--- config.mk ---
export PLATFORM = sky130hd
export DESIGN_NAME = five_port_pin_mux
export DESIGN_NICKNAME = d
export VERILOG_FILES = /design/src/logic/pin_mux_pkg.sv /design/src/logic/five_port_pin_mux.sv /design/src/logic/port_pad_cell.sv
export VERILOG_INCLUDE_DIRS = /design/src /design/src/logic
export SDC_FILE = /design/constraint.sdc
export NUM_CORES = 1
export LEC_CHECK = 0
export ABC_AREA = 0
export BUFFER_PORTS_ARGS = -buffer_cell sky130_fd_sc_hd__buf_2
export CAP_MARGIN = 10
export CORE_MARGIN = 4
export CORE_UTILIZATION = 50
export DETAILED_ROUTE_END_ITERATION = 6
export GPL_ROUTABILITY_DRIVEN = 0
export PLACE_DENSITY = 0.82
export SYNTH_ARGS = -nofsm -noshare
export SYNTH_HDL_FRONTEND = slang
export SYNTH_SLANG_ARGS = --single-unit
--- constraint.sdc ---
create_clock -name clk_sys -period 3.45 [get_ports clk_sys]
set_input_delay 0.5175 -clock clk_sys [delete_from_list [all_inputs] [get_ports clk_sys]]
set_output_delay 0.5175 -clock clk_sys [all_outputs]
set_load 0.01 [all_outputs]
--- src/logic/pin_mux_defs.svh ---
// Address map, reset values, bit positions and masks of the port and pin multiplexer
`ifndef PIN_MUX_DEFS_SVH
`define PIN_MUX_DEFS_SVH

// Number of ports and index of each port
`define PORT_COUNT 3'h6
`define PORT_A 3'h0
`define PORT_B 3'h1
`define PORT_C 3'h2
`define PORT_D 3'h3
`define PORT_E 3'h4
`define PORT_F 3'h5

// Pins present on each port
`define MASK_8PIN 8'hFF
`define MASK_3PIN 8'h07
`define MASK_4PIN 8'h0F
`define MASK_NONE 8'h00

// Register pages, indexed by the low address nibble
`define PAGE_LATCH 4'h0
`define PAGE_DIR 4'h1
`define PAGE_CTL 4'h3

// Single registers
`define ADDR_PUO 8'h20
`define ADDR_SER_MODE 8'h40
`define ADDR_RISE_EN 8'h41
`define ADDR_FALL_EN 8'h42
`define ADDR_STATUS 8'h50
`define ADDR_MASK 8'h51

// Reset values: all pins input, latches low, pull-ups off, port mode
`define DIR_RST 8'hFF
`define LATCH_RST 8'h00
`define ZERO_BYTE 8'h00

// Pin positions of the multiplexed functions
`define C_CLK_BIT 0
`define C_TX_BIT 1
`define C_RX_BIT 2
`define D_CAPT_BIT 2
`define F_EVT_BIT 0
`define F_WIDE_BIT 1

// Status bits: external edges in 2:0, key return in 3
`define ST_KEY_BIT 3
`define EXT_COUNT 3

`endif

--- src/logic/pin_mux_pkg.sv ---
// Types shared by the port and pin multiplexer
`default_nettype none

package pin_mux_pkg;

  typedef logic [7:0] byte_t;

  // Register port request
  typedef struct packed {
    byte_t addr;
    byte_t wdata;
    logic wr;
    logic rd;
  } bus_req_s;

  // Signals from on-chip peripherals towards the pins
  typedef struct packed {
    logic sync_serial_dout;
    logic sync_serial_clk_out;
    logic sync_serial_clk_oe;
    logic async_serial_txd;
    logic byte_timer_out;
    logic wide_timer_out;
  } periph_tx_s;

  // Signals from the pins towards on-chip peripherals
  typedef struct packed {
    logic sync_serial_din;
    logic sync_serial_clk;
    logic async_serial_rxd;
    logic async_baud_clk_in;
    logic [2:0] ext_edge_irq_in;
    logic capture_trigger_in;
    byte_t key_return_in;
    logic evt_counter_clk_in;
  } periph_rx_s;

  // State of one pad cell: two-stage synchroniser
  typedef struct packed {
    byte_t meta;
    byte_t level;
  } pad_state_s;

  // State of the multiplexer core
  typedef struct packed {
    byte_t [5:0] latch;
    byte_t [5:0] dir;
    byte_t pullup_option_reg;
    byte_t [5:0] ctl;
    logic ser_async;
    byte_t rise_en;
    byte_t fall_en;
    byte_t status;
    byte_t mask;
    byte_t rdata;
    logic [2:0] ext_prev;
    byte_t key_prev;
  } mux_state_s;

endpackage

`default_nettype wire

--- src/logic/five_port_pin_mux.sv ---
// Port registers and pin multiplexing for six general ports with peripheral functions
//
// Chosen here: the register addresses and the plain strobed port.
`timescale 1ns/1ps
`default_nettype none
`include "pin_mux_defs.svh"

// Function
// - Port A eight pins, per-bit direction
// - Input pins get pull-up when option set
// - Port B eight pins, per-bit direction
// - Port C three pins, port or control
// - Port C carries sync or async serial
// - Async baud clock pin is input only
// - Port D three pins, edge interrupt inputs
// - Edge select rising, falling or both
// - One port D pin feeds capture trigger
// - Port E eight pins, key-return inputs
// - Port F four pins, per-bit direction
// - Port F carries timer clock and outputs
// - Active-low reset makes all pins input and clears latches
module five_port_pin_mux
  import pin_mux_pkg::*;
(
  input wire logic clk_sys,
  input wire logic arst_n,
  input wire bus_req_s bus,
  output logic [7:0] rd_data,
  input wire logic [5:0][7:0] pad_in,
  output logic [5:0][7:0] pad_out,
  output logic [5:0][7:0] pad_oe,
  output logic [5:0][7:0] pad_pullup,
  input wire periph_tx_s periph_tx,
  output periph_rx_s periph_rx,
  output logic irq
);

  mux_state_s s_r;
  mux_state_s s_nxt;

  logic [5:0][7:0] sel_p;
  logic [5:0][7:0] cout_p;
  logic [5:0][7:0] drive_p;
  logic [5:0][7:0] hold_p;
  logic [5:0][7:0] level_p;
  logic [5:0][7:0] read_p;
  logic [2:0] ext_lvl;
  logic [2:0] ext_rise;
  logic [2:0] ext_fall;
  byte_t key_fall;
  byte_t events;
  logic [2:0] idx;

  // Pins that exist on each port
  function automatic byte_t port_mask(input logic [2:0] p);
    byte_t m;
    m = `MASK_NONE;
    if (p == `PORT_A || p == `PORT_B || p == `PORT_E) begin
      m = `MASK_8PIN;
    end else if (p == `PORT_C || p == `PORT_D) begin
      m = `MASK_3PIN;
    end else if (p == `PORT_F) begin
      m = `MASK_4PIN;
    end
    return m;
  endfunction

  // Pins that have a control function
  function automatic byte_t ctl_mask(input logic [2:0] p);
    byte_t m;
    m = port_mask(p);
    if (p == `PORT_A || p == `PORT_B) begin
      m = `MASK_NONE;
    end
    return m;
  endfunction

  // Page hit: high nibble matches and index names a port
  function automatic logic page_hit(input byte_t a, input logic [3:0] page);
    return (a[7:4] == page) && (a[3:0] < {1'b0, `PORT_COUNT});
  endfunction

  assign idx = bus.addr[2:0];

  // Control-mode routing per port
  always_comb begin
    sel_p = '0;
    cout_p = '0;
    drive_p = '0;
    hold_p = '0;
    sel_p[`PORT_C] = s_r.ctl[`PORT_C];
    cout_p[`PORT_C][`C_CLK_BIT] = periph_tx.sync_serial_clk_out;
    cout_p[`PORT_C][`C_TX_BIT] = s_r.ser_async ? periph_tx.async_serial_txd
                                               : periph_tx.sync_serial_dout;
    drive_p[`PORT_C][`C_CLK_BIT] = ~s_r.ser_async & periph_tx.sync_serial_clk_oe;
    hold_p[`PORT_C][`C_CLK_BIT] = s_r.ser_async;
    hold_p[`PORT_C][`C_RX_BIT] = 1'b1;
    sel_p[`PORT_D] = s_r.ctl[`PORT_D];
    hold_p[`PORT_D] = `MASK_3PIN;
    sel_p[`PORT_E] = s_r.ctl[`PORT_E];
    hold_p[`PORT_E] = `MASK_8PIN;
    sel_p[`PORT_F] = s_r.ctl[`PORT_F];
    cout_p[`PORT_F][`F_EVT_BIT] = periph_tx.byte_timer_out;
    cout_p[`PORT_F][`F_WIDE_BIT] = periph_tx.wide_timer_out;
  end

  // One pad cell per port
  for (genvar p = 0; p < 6; p++) begin : g_port
    port_pad_cell u_cell (
      .clk_sys(clk_sys),
      .arst_n(arst_n),
      .mask(port_mask(3'(p))),
      .dir(s_r.dir[p]),
      .latch(s_r.latch[p]),
      .pullup_opt(s_r.pullup_option_reg[p]),
      .ctl_sel(sel_p[p]),
      .ctl_out(cout_p[p]),
      .ctl_drive(drive_p[p]),
      .ctl_hold(hold_p[p]),
      .pin_in(pad_in[p]),
      .pin_out(pad_out[p]),
      .pin_oe(pad_oe[p]),
      .pin_pu(pad_pullup[p]),
      .pin_level(level_p[p]),
      .port_read(read_p[p])
    );
  end

  // Synchronised levels handed to peripherals
  always_comb begin
    periph_rx = '0;
    periph_rx.sync_serial_din = level_p[`PORT_C][`C_RX_BIT] & ~s_r.ser_async;
    periph_rx.async_serial_rxd = level_p[`PORT_C][`C_RX_BIT] & s_r.ser_async;
    periph_rx.sync_serial_clk = level_p[`PORT_C][`C_CLK_BIT] & ~s_r.ser_async;
    periph_rx.async_baud_clk_in = level_p[`PORT_C][`C_CLK_BIT] & s_r.ser_async;
    periph_rx.ext_edge_irq_in = ext_lvl;
    periph_rx.capture_trigger_in = level_p[`PORT_D][`D_CAPT_BIT]
                                   & s_r.ctl[`PORT_D][`D_CAPT_BIT];
    periph_rx.key_return_in = level_p[`PORT_E] & s_r.ctl[`PORT_E];
    periph_rx.evt_counter_clk_in = level_p[`PORT_F][`F_EVT_BIT]
                                   & s_r.dir[`PORT_F][`F_EVT_BIT];
  end

  // Edge detection on interrupt and key inputs
  always_comb begin
    ext_lvl = level_p[`PORT_D][2:0] & s_r.ctl[`PORT_D][2:0];
    // rising, falling or both
    // Previous levels are ungated, so selecting or deselecting a pin is no edge
    ext_rise = ext_lvl & ~s_r.ext_prev & s_r.rise_en[2:0];
    ext_fall = ~level_p[`PORT_D][2:0] & s_r.ctl[`PORT_D][2:0] & s_r.ext_prev
               & s_r.fall_en[2:0];
    // key press is a falling edge
    key_fall = ~level_p[`PORT_E] & s_r.ctl[`PORT_E] & s_r.key_prev;
    events = `ZERO_BYTE;
    events[2:0] = ext_rise | ext_fall;
    events[`ST_KEY_BIT] = |key_fall;
  end

  // Register writes, reads and status update
  always_comb begin
    s_nxt = s_r;
    s_nxt.ext_prev = level_p[`PORT_D][2:0];
    s_nxt.key_prev = level_p[`PORT_E];
    s_nxt.rdata = `ZERO_BYTE;
    if (bus.wr) begin
      if (page_hit(bus.addr, `PAGE_LATCH)) begin
        s_nxt.latch[idx] = bus.wdata & port_mask(idx);
      end else if (page_hit(bus.addr, `PAGE_DIR)) begin
        s_nxt.dir[idx] = (bus.wdata & port_mask(idx)) | ~port_mask(idx);
      end else if (page_hit(bus.addr, `PAGE_CTL)) begin
        s_nxt.ctl[idx] = bus.wdata & ctl_mask(idx);
      end else if (bus.addr == `ADDR_PUO) begin
        s_nxt.pullup_option_reg = {2'h0, bus.wdata[5:0]};
      end else if (bus.addr == `ADDR_SER_MODE) begin
        s_nxt.ser_async = bus.wdata[0];
      end else if (bus.addr == `ADDR_RISE_EN) begin
        s_nxt.rise_en = bus.wdata & `MASK_3PIN;
      end else if (bus.addr == `ADDR_FALL_EN) begin
        s_nxt.fall_en = bus.wdata & `MASK_3PIN;
      end else if (bus.addr == `ADDR_MASK) begin
        s_nxt.mask = bus.wdata & `MASK_4PIN;
      end
    end
    if (bus.rd) begin
      if (page_hit(bus.addr, `PAGE_LATCH)) begin
        s_nxt.rdata = read_p[idx];
      end else if (page_hit(bus.addr, `PAGE_DIR)) begin
        s_nxt.rdata = s_r.dir[idx] & port_mask(idx);
      end else if (page_hit(bus.addr, `PAGE_CTL)) begin
        s_nxt.rdata = s_r.ctl[idx];
      end else if (bus.addr == `ADDR_PUO) begin
        s_nxt.rdata = s_r.pullup_option_reg;
      end else if (bus.addr == `ADDR_SER_MODE) begin
        s_nxt.rdata = {7'h00, s_r.ser_async};
      end else if (bus.addr == `ADDR_RISE_EN) begin
        s_nxt.rdata = s_r.rise_en;
      end else if (bus.addr == `ADDR_FALL_EN) begin
        s_nxt.rdata = s_r.fall_en;
      end else if (bus.addr == `ADDR_STATUS) begin
        s_nxt.rdata = s_r.status;
        s_nxt.status = `ZERO_BYTE;
      end else if (bus.addr == `ADDR_MASK) begin
        s_nxt.rdata = s_r.mask;
      end
    end
    // New events win over the read clear
    s_nxt.status = s_nxt.status | events;
  end

  always_ff @(posedge clk_sys or negedge arst_n) begin
    if (!arst_n) begin
      s_r <= '0;
      s_r.dir <= {6{`DIR_RST}};
      s_r.latch <= {6{`LATCH_RST}};
    end else begin
      s_r <= s_nxt;
    end
  end

  // Read data and interrupt level
  assign rd_data = s_r.rdata;
  assign irq = |(s_r.status & s_r.mask);
endmodule
`default_nettype wire

--- src/logic/port_pad_cell.sv ---
// One port of up to eight pins: drive, pull-up, input synchroniser and read-back
`timescale 1ns/1ps
`default_nettype none
`include "pin_mux_defs.svh"

module port_pad_cell
  import pin_mux_pkg::*;
(
  input wire logic clk_sys,
  input wire logic arst_n,
  input wire byte_t mask,
  input wire byte_t dir,
  input wire byte_t latch,
  input wire logic pullup_opt,
  input wire byte_t ctl_sel,
  input wire byte_t ctl_out,
  input wire byte_t ctl_drive,
  input wire byte_t ctl_hold,
  input wire byte_t pin_in,
  output logic [7:0] pin_out,
  output logic [7:0] pin_oe,
  output logic [7:0] pin_pu,
  output logic [7:0] pin_level,
  output logic [7:0] port_read
);

  pad_state_s s_r;
  pad_state_s s_nxt;

  // Drive when direction says output or the control function forces it, unless the control function holds the pin
  always_comb begin
    pin_oe = mask & ~(ctl_sel & ctl_hold) & (~dir | (ctl_sel & ctl_drive));
    pin_out = mask & ((ctl_sel & ctl_out) | (~ctl_sel & latch));
    pin_pu = {8{pullup_opt}} & mask & ~pin_oe;
  end

  // Two flops per pin; only the second stage is looked at
  always_comb begin
    s_nxt = s_r;
    s_nxt.meta = pin_in & mask;
    s_nxt.level = s_r.meta;
  end

  always_ff @(posedge clk_sys or negedge arst_n) begin
    if (!arst_n) begin
      s_r <= '0;
    end else begin
      s_r <= s_nxt;
    end
  end

  always_comb begin
    pin_level = s_r.level;
    port_read = mask & ((~dir & latch) | (dir & s_r.level));
  end

endmodule
`default_nettype wire

## After elaboration in Yosys (flattened, before gate mapping)

Index checks and enable logic that the tools add are counted.

- Input port bits: 74
- Bits in registers: 256
- Logic and storage cells: 211
- Output and inout bits: 170

- Order comparisons: 3
- Reductions and logical operators: 19
- Equality and inequality tests: 13
- Mux-type cells: 45
- Bitwise logic cells: 92

Operators by type and width:

| kind | number |
|---|---|
| 8-bit 2-to-1 mux | 35 |
| 8-bit AND | 18 |
| 48-bit bitwise mux | 3 |
| 8-bit NOT | 13 |
| 8-bit binary-select mux with 3-bit select | 3 |
| 8-bit by 7-bit == test with 1-bit output, second input constant | 5 |
| 8-bit OR | 5 |
| 3-bit AND | 13 |
| 3-bit by 8-bit AND with 8-bit output | 4 |
| 8-bit demux with 3-bit select | 1 |
| 3-bit NOT | 6 |
| 8-bit OR reduction | 2 |
| 4-bit AND | 3 |
| 3-bit OR | 4 |
| 9-bit AND reduction | 1 |
| 4-bit by 8-bit AND with 8-bit output | 1 |
| 8-bit by 1-bit AND with 8-bit output | 1 |
| 8-bit by 4-bit AND with 8-bit output | 1 |
| 8-bit by 6-bit == test with 1-bit output, second input constant | 1 |
| 4-bit 2-to-1 mux | 2 |
| 1-bit NOT | 8 |
| 4-bit NOT | 2 |
| 4-bit NOT with 8-bit output | 1 |
| 4-bit OR | 2 |
| other kinds (24) | 37 |

## Longest topological paths before layout

Gate-level depths: netlist (run 1).

- Depth after elaboration: 11
- Depth in mapped cells: 10
- Gate-level depth less buffers: 6

## Cells and area by module

Synthesis (run 1) repeated with hierarchy kept, for this count alone.

- Cell total of the unflattened synthesis: 1453
- Area, all modules: 14226.1 µm²

Modules (own cells, without submodules):

| module | instances | cells an instance | area each (µm²) |
|---|---|---|---|
| five_port_pin_mux | 1 | 823 | 8610.8 |
| port_pad_cell | 6 | 105 | 935.9 |

## Worst setup path before layout (run 1)

No wires, ideal clock.

- Path kind: input -> register
- Start point: input port bus[11] in the netlist's numbering
- End point: register s_r[86] in the netlist's numbering
- Required time: 3.321 ns
- Path buffers: 4
- Stages: 10
- Library setup time: 0.129 ns
- Arrival time: 2.205 ns
- Setup slack: 1.116 ns
- Path through: buf_6 buf_4 buf_2 inv_1 ha_1 nor2b_1 nand3_1 buf_2 nand2_1 o21ai_0

- Cells in the longest elaborated chain, start to end: 11

RTL lines:

| item | RTL line | source |
|---|---|---|
| start: declaration | five_port_pin_mux.sv:27 | `input wire bus_req_s bus,` |
| 3-bit == test (no line), or another cell as far along | - |  |
| 4-bit 2-to-1 mux / 1-bit logical OR (equally long branches) | - |  |
| 8-bit 2-to-1 mux / 1-bit logical OR (equally long branches) | - |  |
| 8-bit 2-to-1 mux | five_port_pin_mux.sv:58 | `` if (p == `PORT_A \|\| p == `PORT_B \|\| p == `PORT_E) begin `` |
| 8-bit 2-to-1 mux | five_port_pin_mux.sv:72 | `` if (p == `PORT_A \|\| p == `PORT_B) begin `` |
| 8-bit 2-to-1 mux | five_port_pin_mux.sv:170 | `` end else if (page_hit(bus.addr, `PAGE_CTL)) begin `` |
| 8-bit 2-to-1 mux | five_port_pin_mux.sv:168 | `` end else if (page_hit(bus.addr, `PAGE_DIR)) begin `` |
| 8-bit 2-to-1 mux | five_port_pin_mux.sv:166 | `` if (page_hit(bus.addr, `PAGE_LATCH)) begin `` |
| 8-bit 2-to-1 mux | five_port_pin_mux.sv:165 | `if (bus.wr) begin` |
| 8-bit AND | five_port_pin_mux.sv:171 | `s_nxt.ctl[idx] = bus.wdata & ctl_mask(idx);` |
| 48-bit bitwise mux | five_port_pin_mux.sv:171 |  |
| end signal: assignment | five_port_pin_mux.sv:216 | `s_r <= s_nxt;` |
| end: declaration | five_port_pin_mux.sv:38 | `mux_state_s s_r;` |

Parallel ways exist; a longest one is shown, timed or not. The select of a mux whose other input is x is not followed.
A chain may end at the register's enable or synchronous reset.

## Worst setup path in the final report (run 1)

- Start point: input port bus[12] in the netlist's numbering
- End point: register s_r[52] in the netlist's numbering

Same word-level chain as after synthesis.

==> results.toml, run 1 <==
[finish]
antennaDiodeCount = 0
utilization_pct = 58.5
fin_nets = 1261
seqCellArea_um2 = 6020
nFillCells = 1799
syn2layout_area_growth_pct = 15.5
multi_input_area_um2 = 4320
drive_gt1_share_pct = 28.6

[detailed_routing]
dr.pass1.iters = 6
drt-wirelength-per-cell_um = 20.9
avgViaCountPerCell = 5.70
drtAntennaViolNets = 0
first_iter_violations = 794
drc_errors = 0
drt-total-wl_um = 31000
vias = 8439

[sta]
post-route-min-period_ns = 2.41
maxSlewHeadroom_pct = 45.8
clock_skew_ns = 0.00968
setup_tns_ns = 0
setup_viol = 0
slew_violations = 0
finalCritPeriodShare_pct = 69.9
hold_viol = 0
rsz0062_at_grt = "no"
timing.fmax_ghz = 0.414
worstMarginPinSlew_ns = 0.814

[floorplanning]
die_width_um = 156
start_util_pct = 50.7
die_area_um2 = 24500
placementRows = 54
core-area_um2 = 21800
die_h_um = 156
io_pins = 244

[synthesis]
synthTopCellsByArea = "dfrtp_1 (43%), dfstp_2 (11%), nand2_1 (5.1%)"
synth_top_area_cell = "dfrtp_1"
synth_ff_type = "dfrtp_1"
async_reset_ff_share_pct = 100
yosys.cell_types.count = 57
syn_inst = 1021
synth_seq_cells = 238
yosys_warnings = 0
synth_top_area_share_pct = 43.1
avgSynthCellArea_um2 = 10.8
synth-edff-count = 0
syn-cell-area_um2 = 11000
yosysSeqAreaShare_pct = 54.6

[clock_tree]
clk_path_buf_depth = 3
numCtsBuffers = 24
root_buffer = "clkbuf_16"
cts_sinks = 238
holdBufCountCts = 0
post-cts-setup-buffers = 0
cts_resized = 0
clk_pin_slew_ns = 0.07
htreeDepth = 1
cts_tree = "built"
clock_latency_ns = 0.52

[flow_run]
max-cap-violations = 0

[worst_setup_path]
cp.required_ns = 3.83
path_class = "in2reg"
cp-start-kind = "input pin"
critPathArrivalTime_ns = 2.79
regToRegSetupSlack_ns = 1.61
r2r-start = "s_r[119]"
r2r_end = "rd_data[3]"
reg2regPathDepth = 4
end_kind = "flop"
crit_fanout = 14

[global_route]
overflow = 0
grt_pass1_wl_um = 48100
grt_max_degree = 110
grt_pass1_vias = 8497
grt.total_usage_pct = 25.3
antenna_found_initial = 0

[pwr]
p_sw_share_pct = 23.6
cellPowerDensity_nw_per_um2 = 497
p_leak_nw = 5.86
internal-power_w = 0.00484
power_frac_clock_pct = 44.3
ir_drop_mv = 0.438
comb_power_share_pct = 7.8
pwr-share-seq_pct = 47.9
power_w = 0.00633
p_switching_w = 0.00149

[outcome]
status = "finished, final reports clean"

[worst_hold_path]
hp-class = "in2async"

[placed_design]
portBuffers = 187
hpwl_um = 22600
[worst max-delay path, stage by stage]
cell and delay, ns:
buf_2 0.22, clkinv_1 0.29, ha_1 0.54, nor2b_1 0.46, nand3_1 0.43, nand2_1 0.20, o21ai_0 0.12
[synth_stat cells (4+ instances only)]
cell and instances:
mux4_2 11, dfrtp_1 190, a22oi_1 5, nand3_1 10
dfstp_2 48, ha_1 4, mux2i_1 51, nor4_1 5
nand2b_1 7, o22ai_1 7, a21oi_1 20, nand3b_1 8
a211oi_1 20, nor2_1 37, clkbuf_1 8, o21ai_0 106
nand3_4 4, and2_1 52, mux2_2 24, buf_6 8
o21ai_1 29, inv_1 27, nor2b_1 47, buf_4 71
nand2_1 150, buf_2 16
[flip-flops by register name, indices dropped and copies added (netlist names)]
name / cells
g_port.u_cell.pin_level: 34
g_port.u_cell.s_nxt: 34
hold_p: 1
rd_data: 8
s_r: 161
[through the flow]
step | hold WS, ns | area (um2) | std cells | setup slack [ns]
2_1_floorplan | 0.222 | 11200 | 1062 | 1.12
3_3_place_gp | 0.331 | 11900 | 1437 | 0.681
3_5_place_dp | 0.335 | 11900 | 1437 | 0.566
4_1_cts | 0.0889 | 12700 | 1481 | 1.10
5_1_grt | 0.0874 | 12700 | 1481 | 0.896
6_report | 0.0632 | 12700 | 1481 | 1.04
[final cells by class]
type / instances / share of cell area, %
sequential: 238 / 47.2
clock buffer: 35 / 5.61
timing repair buffer: 200 / 8.51
inverter: 28 / 0.825
clock inverter: 9 / 1.16
multi-input combinational: 691 / 33.9
tap: 280 / 2.75
[how the worst max path moves through the flow]
| stage | from | end | slack [ns] |
|---|---|---|---|
| finish | bus[12] | s_r[52] | 1.04 |
| global route | bus[12] | s_r[52] | 0.90 |
| CTS | bus[12] | s_r[52] | 1.10 |
| detailed placement | bus[12] | s_r[52] | 0.57 |
| global placement | bus[12] | s_r[56] | 0.68 |
| floorplan | bus[11] | s_r[86] | 1.12 |
[kinds of logic (layout without fill, tap and decap cells)]
family          after synthesis  count (layout)  share of synthesized area (%)
compound gates              213             213                           11.3
fa+ha+maj                     4               4                          0.454
buf+inv                     133             272                           7.67
flops                       238             238                           54.6
mux                          87              87                           9.47
other cells                   1              42                         0.0340
simple gates                345             345                           16.5
[routing by layer]
| metal | GRT usage, % | vias to the layer above | share of wire, % |
|---|---|---|---|
| li1 | - | 3719 | - |
| met4 | 10.2 | 0 | 3.8 |
| met1 | 33.5 | 4147 | 39 |
| met2 | 40.5 | 482 | 48 |
| met5 | 0 | - | 0 |
| met3 | 5.81 | 91 | 9.4 |
[cells in the final DEF, fill, tap and decap left out, types with 4 or more instances in the layout]
cell type and instances:
a211oi_1 20, a21oi_1 20, a22oi_1 5, and2_1 52, buf_2 185, buf_4 11, bufinv_16 4, clkbuf_1 6
clkbuf_16 26, conb_1 42, dfrtp_1 190, dfstp_2 48, ha_1 4, inv_1 27, mux2_2 24, mux2i_1 51
mux4_2 11, nand2_1 150, nand2b_1 7, nand3_1 10, nand3_4 4, nand3b_1 8, nor2_1 37, nor2b_1 47
nor4_1 5, o21ai_0 106, o21ai_1 29, o22ai_1 7
[power groups by stage]
| stage | Combinational, W | Sequential (W) | Clock, W |
|---|---|---|---|
| final | 0.000494 | 0.00303 | 0.00280 |
| after global routing | 0.000544 | 0.00305 | 0.00294 |
| after CTS | 0.000492 | 0.00303 | 0.00282 |
| after detailed placement | 0.000488 | 0.00308 | 0 |
| after global placement | 0.000475 | 0.00307 | 0 |
| after floorplan | 0.000314 | 0.00304 | 0 |
Power figures use the tool's default switching activity.
==> inputs of run 2 (changes only) <==
CORE_UTILIZATION = 49   (was 50)
PLACE_DENSITY = 0.84   (was 0.82)
clock period = 2.2 ns   (was 3.45 ns; I/O delays follow)
==> run 2 against run 1 <==
  * Final area increased by 5.8%
  * Clock skew increased by 0.0042 ns
  * Via count increased by 6.3%
  * Cell count increased by 4.7%
  * Global-route usage increased by 1.2 points
  * Hold slack improved by 0.063 ns
  * Clock power increased by 72%
  * Non-clock buffer count increased by 68
  * Core utilization increased by 2.8 points
  * Critical path depth decreased by 5
  * Die area increased by 1.9%
  * Routed wire length increased by 7.3%
  * Critical endpoint is now pad_pullup[33]
  * Largest cell class unchanged
  * Highest routed layer is now met5
==> results.toml, run 2 (synthesis results as in run 1) <==
[pwr]
p_sw_share_pct = 23.5
power_w = 0.0105
comb_power_share_pct = 8.5
p_leak_nw = 6.22
p_switching_w = 0.00246
pwr-share-seq_pct = 45.5
ir_drop_mv = 0.672
power_frac_clock_pct = 46.0
cellPowerDensity_nw_per_um2 = 778
internal-power_w = 0.00802

[worst_hold_path]
hp-class = "in2reg"

[detailed_routing]
first_iter_violations = 1057
dr.pass1.iters = 5
vias = 8974
drt-wirelength-per-cell_um = 21.4
drt-total-wl_um = 33300
avgViaCountPerCell = 5.79
drtAntennaViolNets = 0
drc_errors = 0

[sta]
maxSlewHeadroom_pct = 62.0
setup_tns_ns = 0
setup_viol = 0
finalCritPeriodShare_pct = 89.2
timing.fmax_ghz = 0.510
post-route-min-period_ns = 1.96
rsz0062_at_grt = "no"
worstMarginPinSlew_ns = 0.563
hold_viol = 0
slew_violations = 0
worst_slack_ns = 0.238
clock_skew_ns = 0.0138

[floorplanning]
placementRows = 54
die_width_um = 158
io_pins = 244
core-area_um2 = 22000
die_area_um2 = 25000
start_util_pct = 50.2
die_h_um = 158

[clock_tree]
post-cts-setup-buffers = 0
htreeDepth = 1
numCtsBuffers = 24
cts_sinks = 238
holdBufCountCts = 35
clock_latency_ns = 0.53
cts_tree = "built"
clk_path_buf_depth = 3
root_buffer = "clkbuf_16"
cts_resized = 0
clk_pin_slew_ns = 0.07

[worst_setup_path]
critPathArrivalTime_ns = 1.63
cp-start-kind = "flop"
slowest_stage = "dfrtp_1"
path_class = "reg2out"
cp_slowest_stage_delay_ns = 0.71
crit_path_cell_trace = "nor2b_1, buf_2"
cp.required_ns = 1.87
crit_fanout = 11
end_kind = "output port"

[global_route]
antenna_found_initial = 2
grt.total_usage_pct = 26.4
overflow = 0
grt_pass1_wl_um = 51100
grt_pass1_vias = 9032
grt_max_degree = 69

[finish]
utilization_pct = 61.3
drive_gt1_share_pct = 30.0
largest_reg_flops = 161
final_cell_mix = "dfrtp_1 (190), buf_2 (185), nand2_1 (150)"
fin_nets = 1329
largest_register = "s_r"
final_common_cell = "dfrtp_1"
syn2layout_area_growth_pct = 22.2
nFillCells = 1635
final_cells = 1551

[flow_run]
max-cap-violations = 0

[placed_design]
placedCellCount = 1470
portBuffers = 187
place_ws_ns = 0.0653
hpwl_um = 23600

[outcome]
status = "finished, final reports clean"
-- run 2: cell count changes in the layout (fill, tap and decap cells not counted), sizes merged --
cell and change:
clkinv -1, clkbuf -6, clkinvlp +2, bufinv +4
dlygate4sd3 +35, inv +1, diode +2, buf +33
-- run 2: cell type report --
cell class              instances  area, um2  share of cell area (%)
diodes                          2       5.00                  0.0372
clock buffers                  29        661                    4.91
clock inverters                15        284                    2.11
inverters                      28        105                   0.780
multi-input cells             691       4320                    32.0
flip-flops and latches        238       6020                    44.7
well taps                     280        350                    2.60
repair buffers                268       1730                    12.9
-- run 2: worst max-delay path, delay by kind of cell (launching register included) --
kind                   cells  cell delay, ns
buffers and inverters      1            0.16
flip-flops                 1            0.71
AND/OR/NAND/NOR            1            0.22
-- run 2: metrics by stage --
step | cell area [um2] | hold WS, ns
2_1_floorplan | 11200 | 0.0344
3_3_place_gp | 12200 | 0.298
3_5_place_dp | 12200 | 0.303
4_1_cts | 13500 | 0.118
5_1_grt | 13500 | 0.141
6_report | 13500 | 0.126
-- run 2: final timing paths --
kind | startpoint | end | slack [ns] | cells past startpoint
setup / recovery | s_r[104] | pad_pullup[33] | 0.24 | 2
hold / removal | bus[7] | s_r[105] | 0.13 | 2
setup reg to reg | s_r[119] | rd_data[3] | 0.30 | 4
hold reg to reg | g_port[1].u_cell.s_nxt[2] | g_port[1].u_cell.pin_level[2] | 0.34 | 0
max in group asynchronous | arst_n | s_r[141] | 1.11 | 3
min in group asynchronous | arst_n | s_r[164] | 0.34 | 2
-- run 2: routing by layer --
| layer | share of wire, % | up-vias | track usage, % |
|---|---|---|---|
| met5 | 0.039 | - | 0 |
| met4 | 5.2 | 2 | 12.3 |
| met3 | 11 | 142 | 6.34 |
| met2 | 46 | 601 | 41.1 |
| met1 | 38 | 4371 | 35.4 |
| li1 | - | 3858 | - |
-- run 2: power groups by stage --
stage	Clock (W)	Sequential, W	Combinational [W]
2_1_floorplan	0	0.00476	0.000493
3_3_place_gp	0	0.00482	0.000788
3_5_place_dp	0	0.00484	0.000810
4_1_cts	0.00484	0.00476	0.000868
5_1_grt	0.00504	0.00478	0.000960
6_report	0.00482	0.00477	0.000886
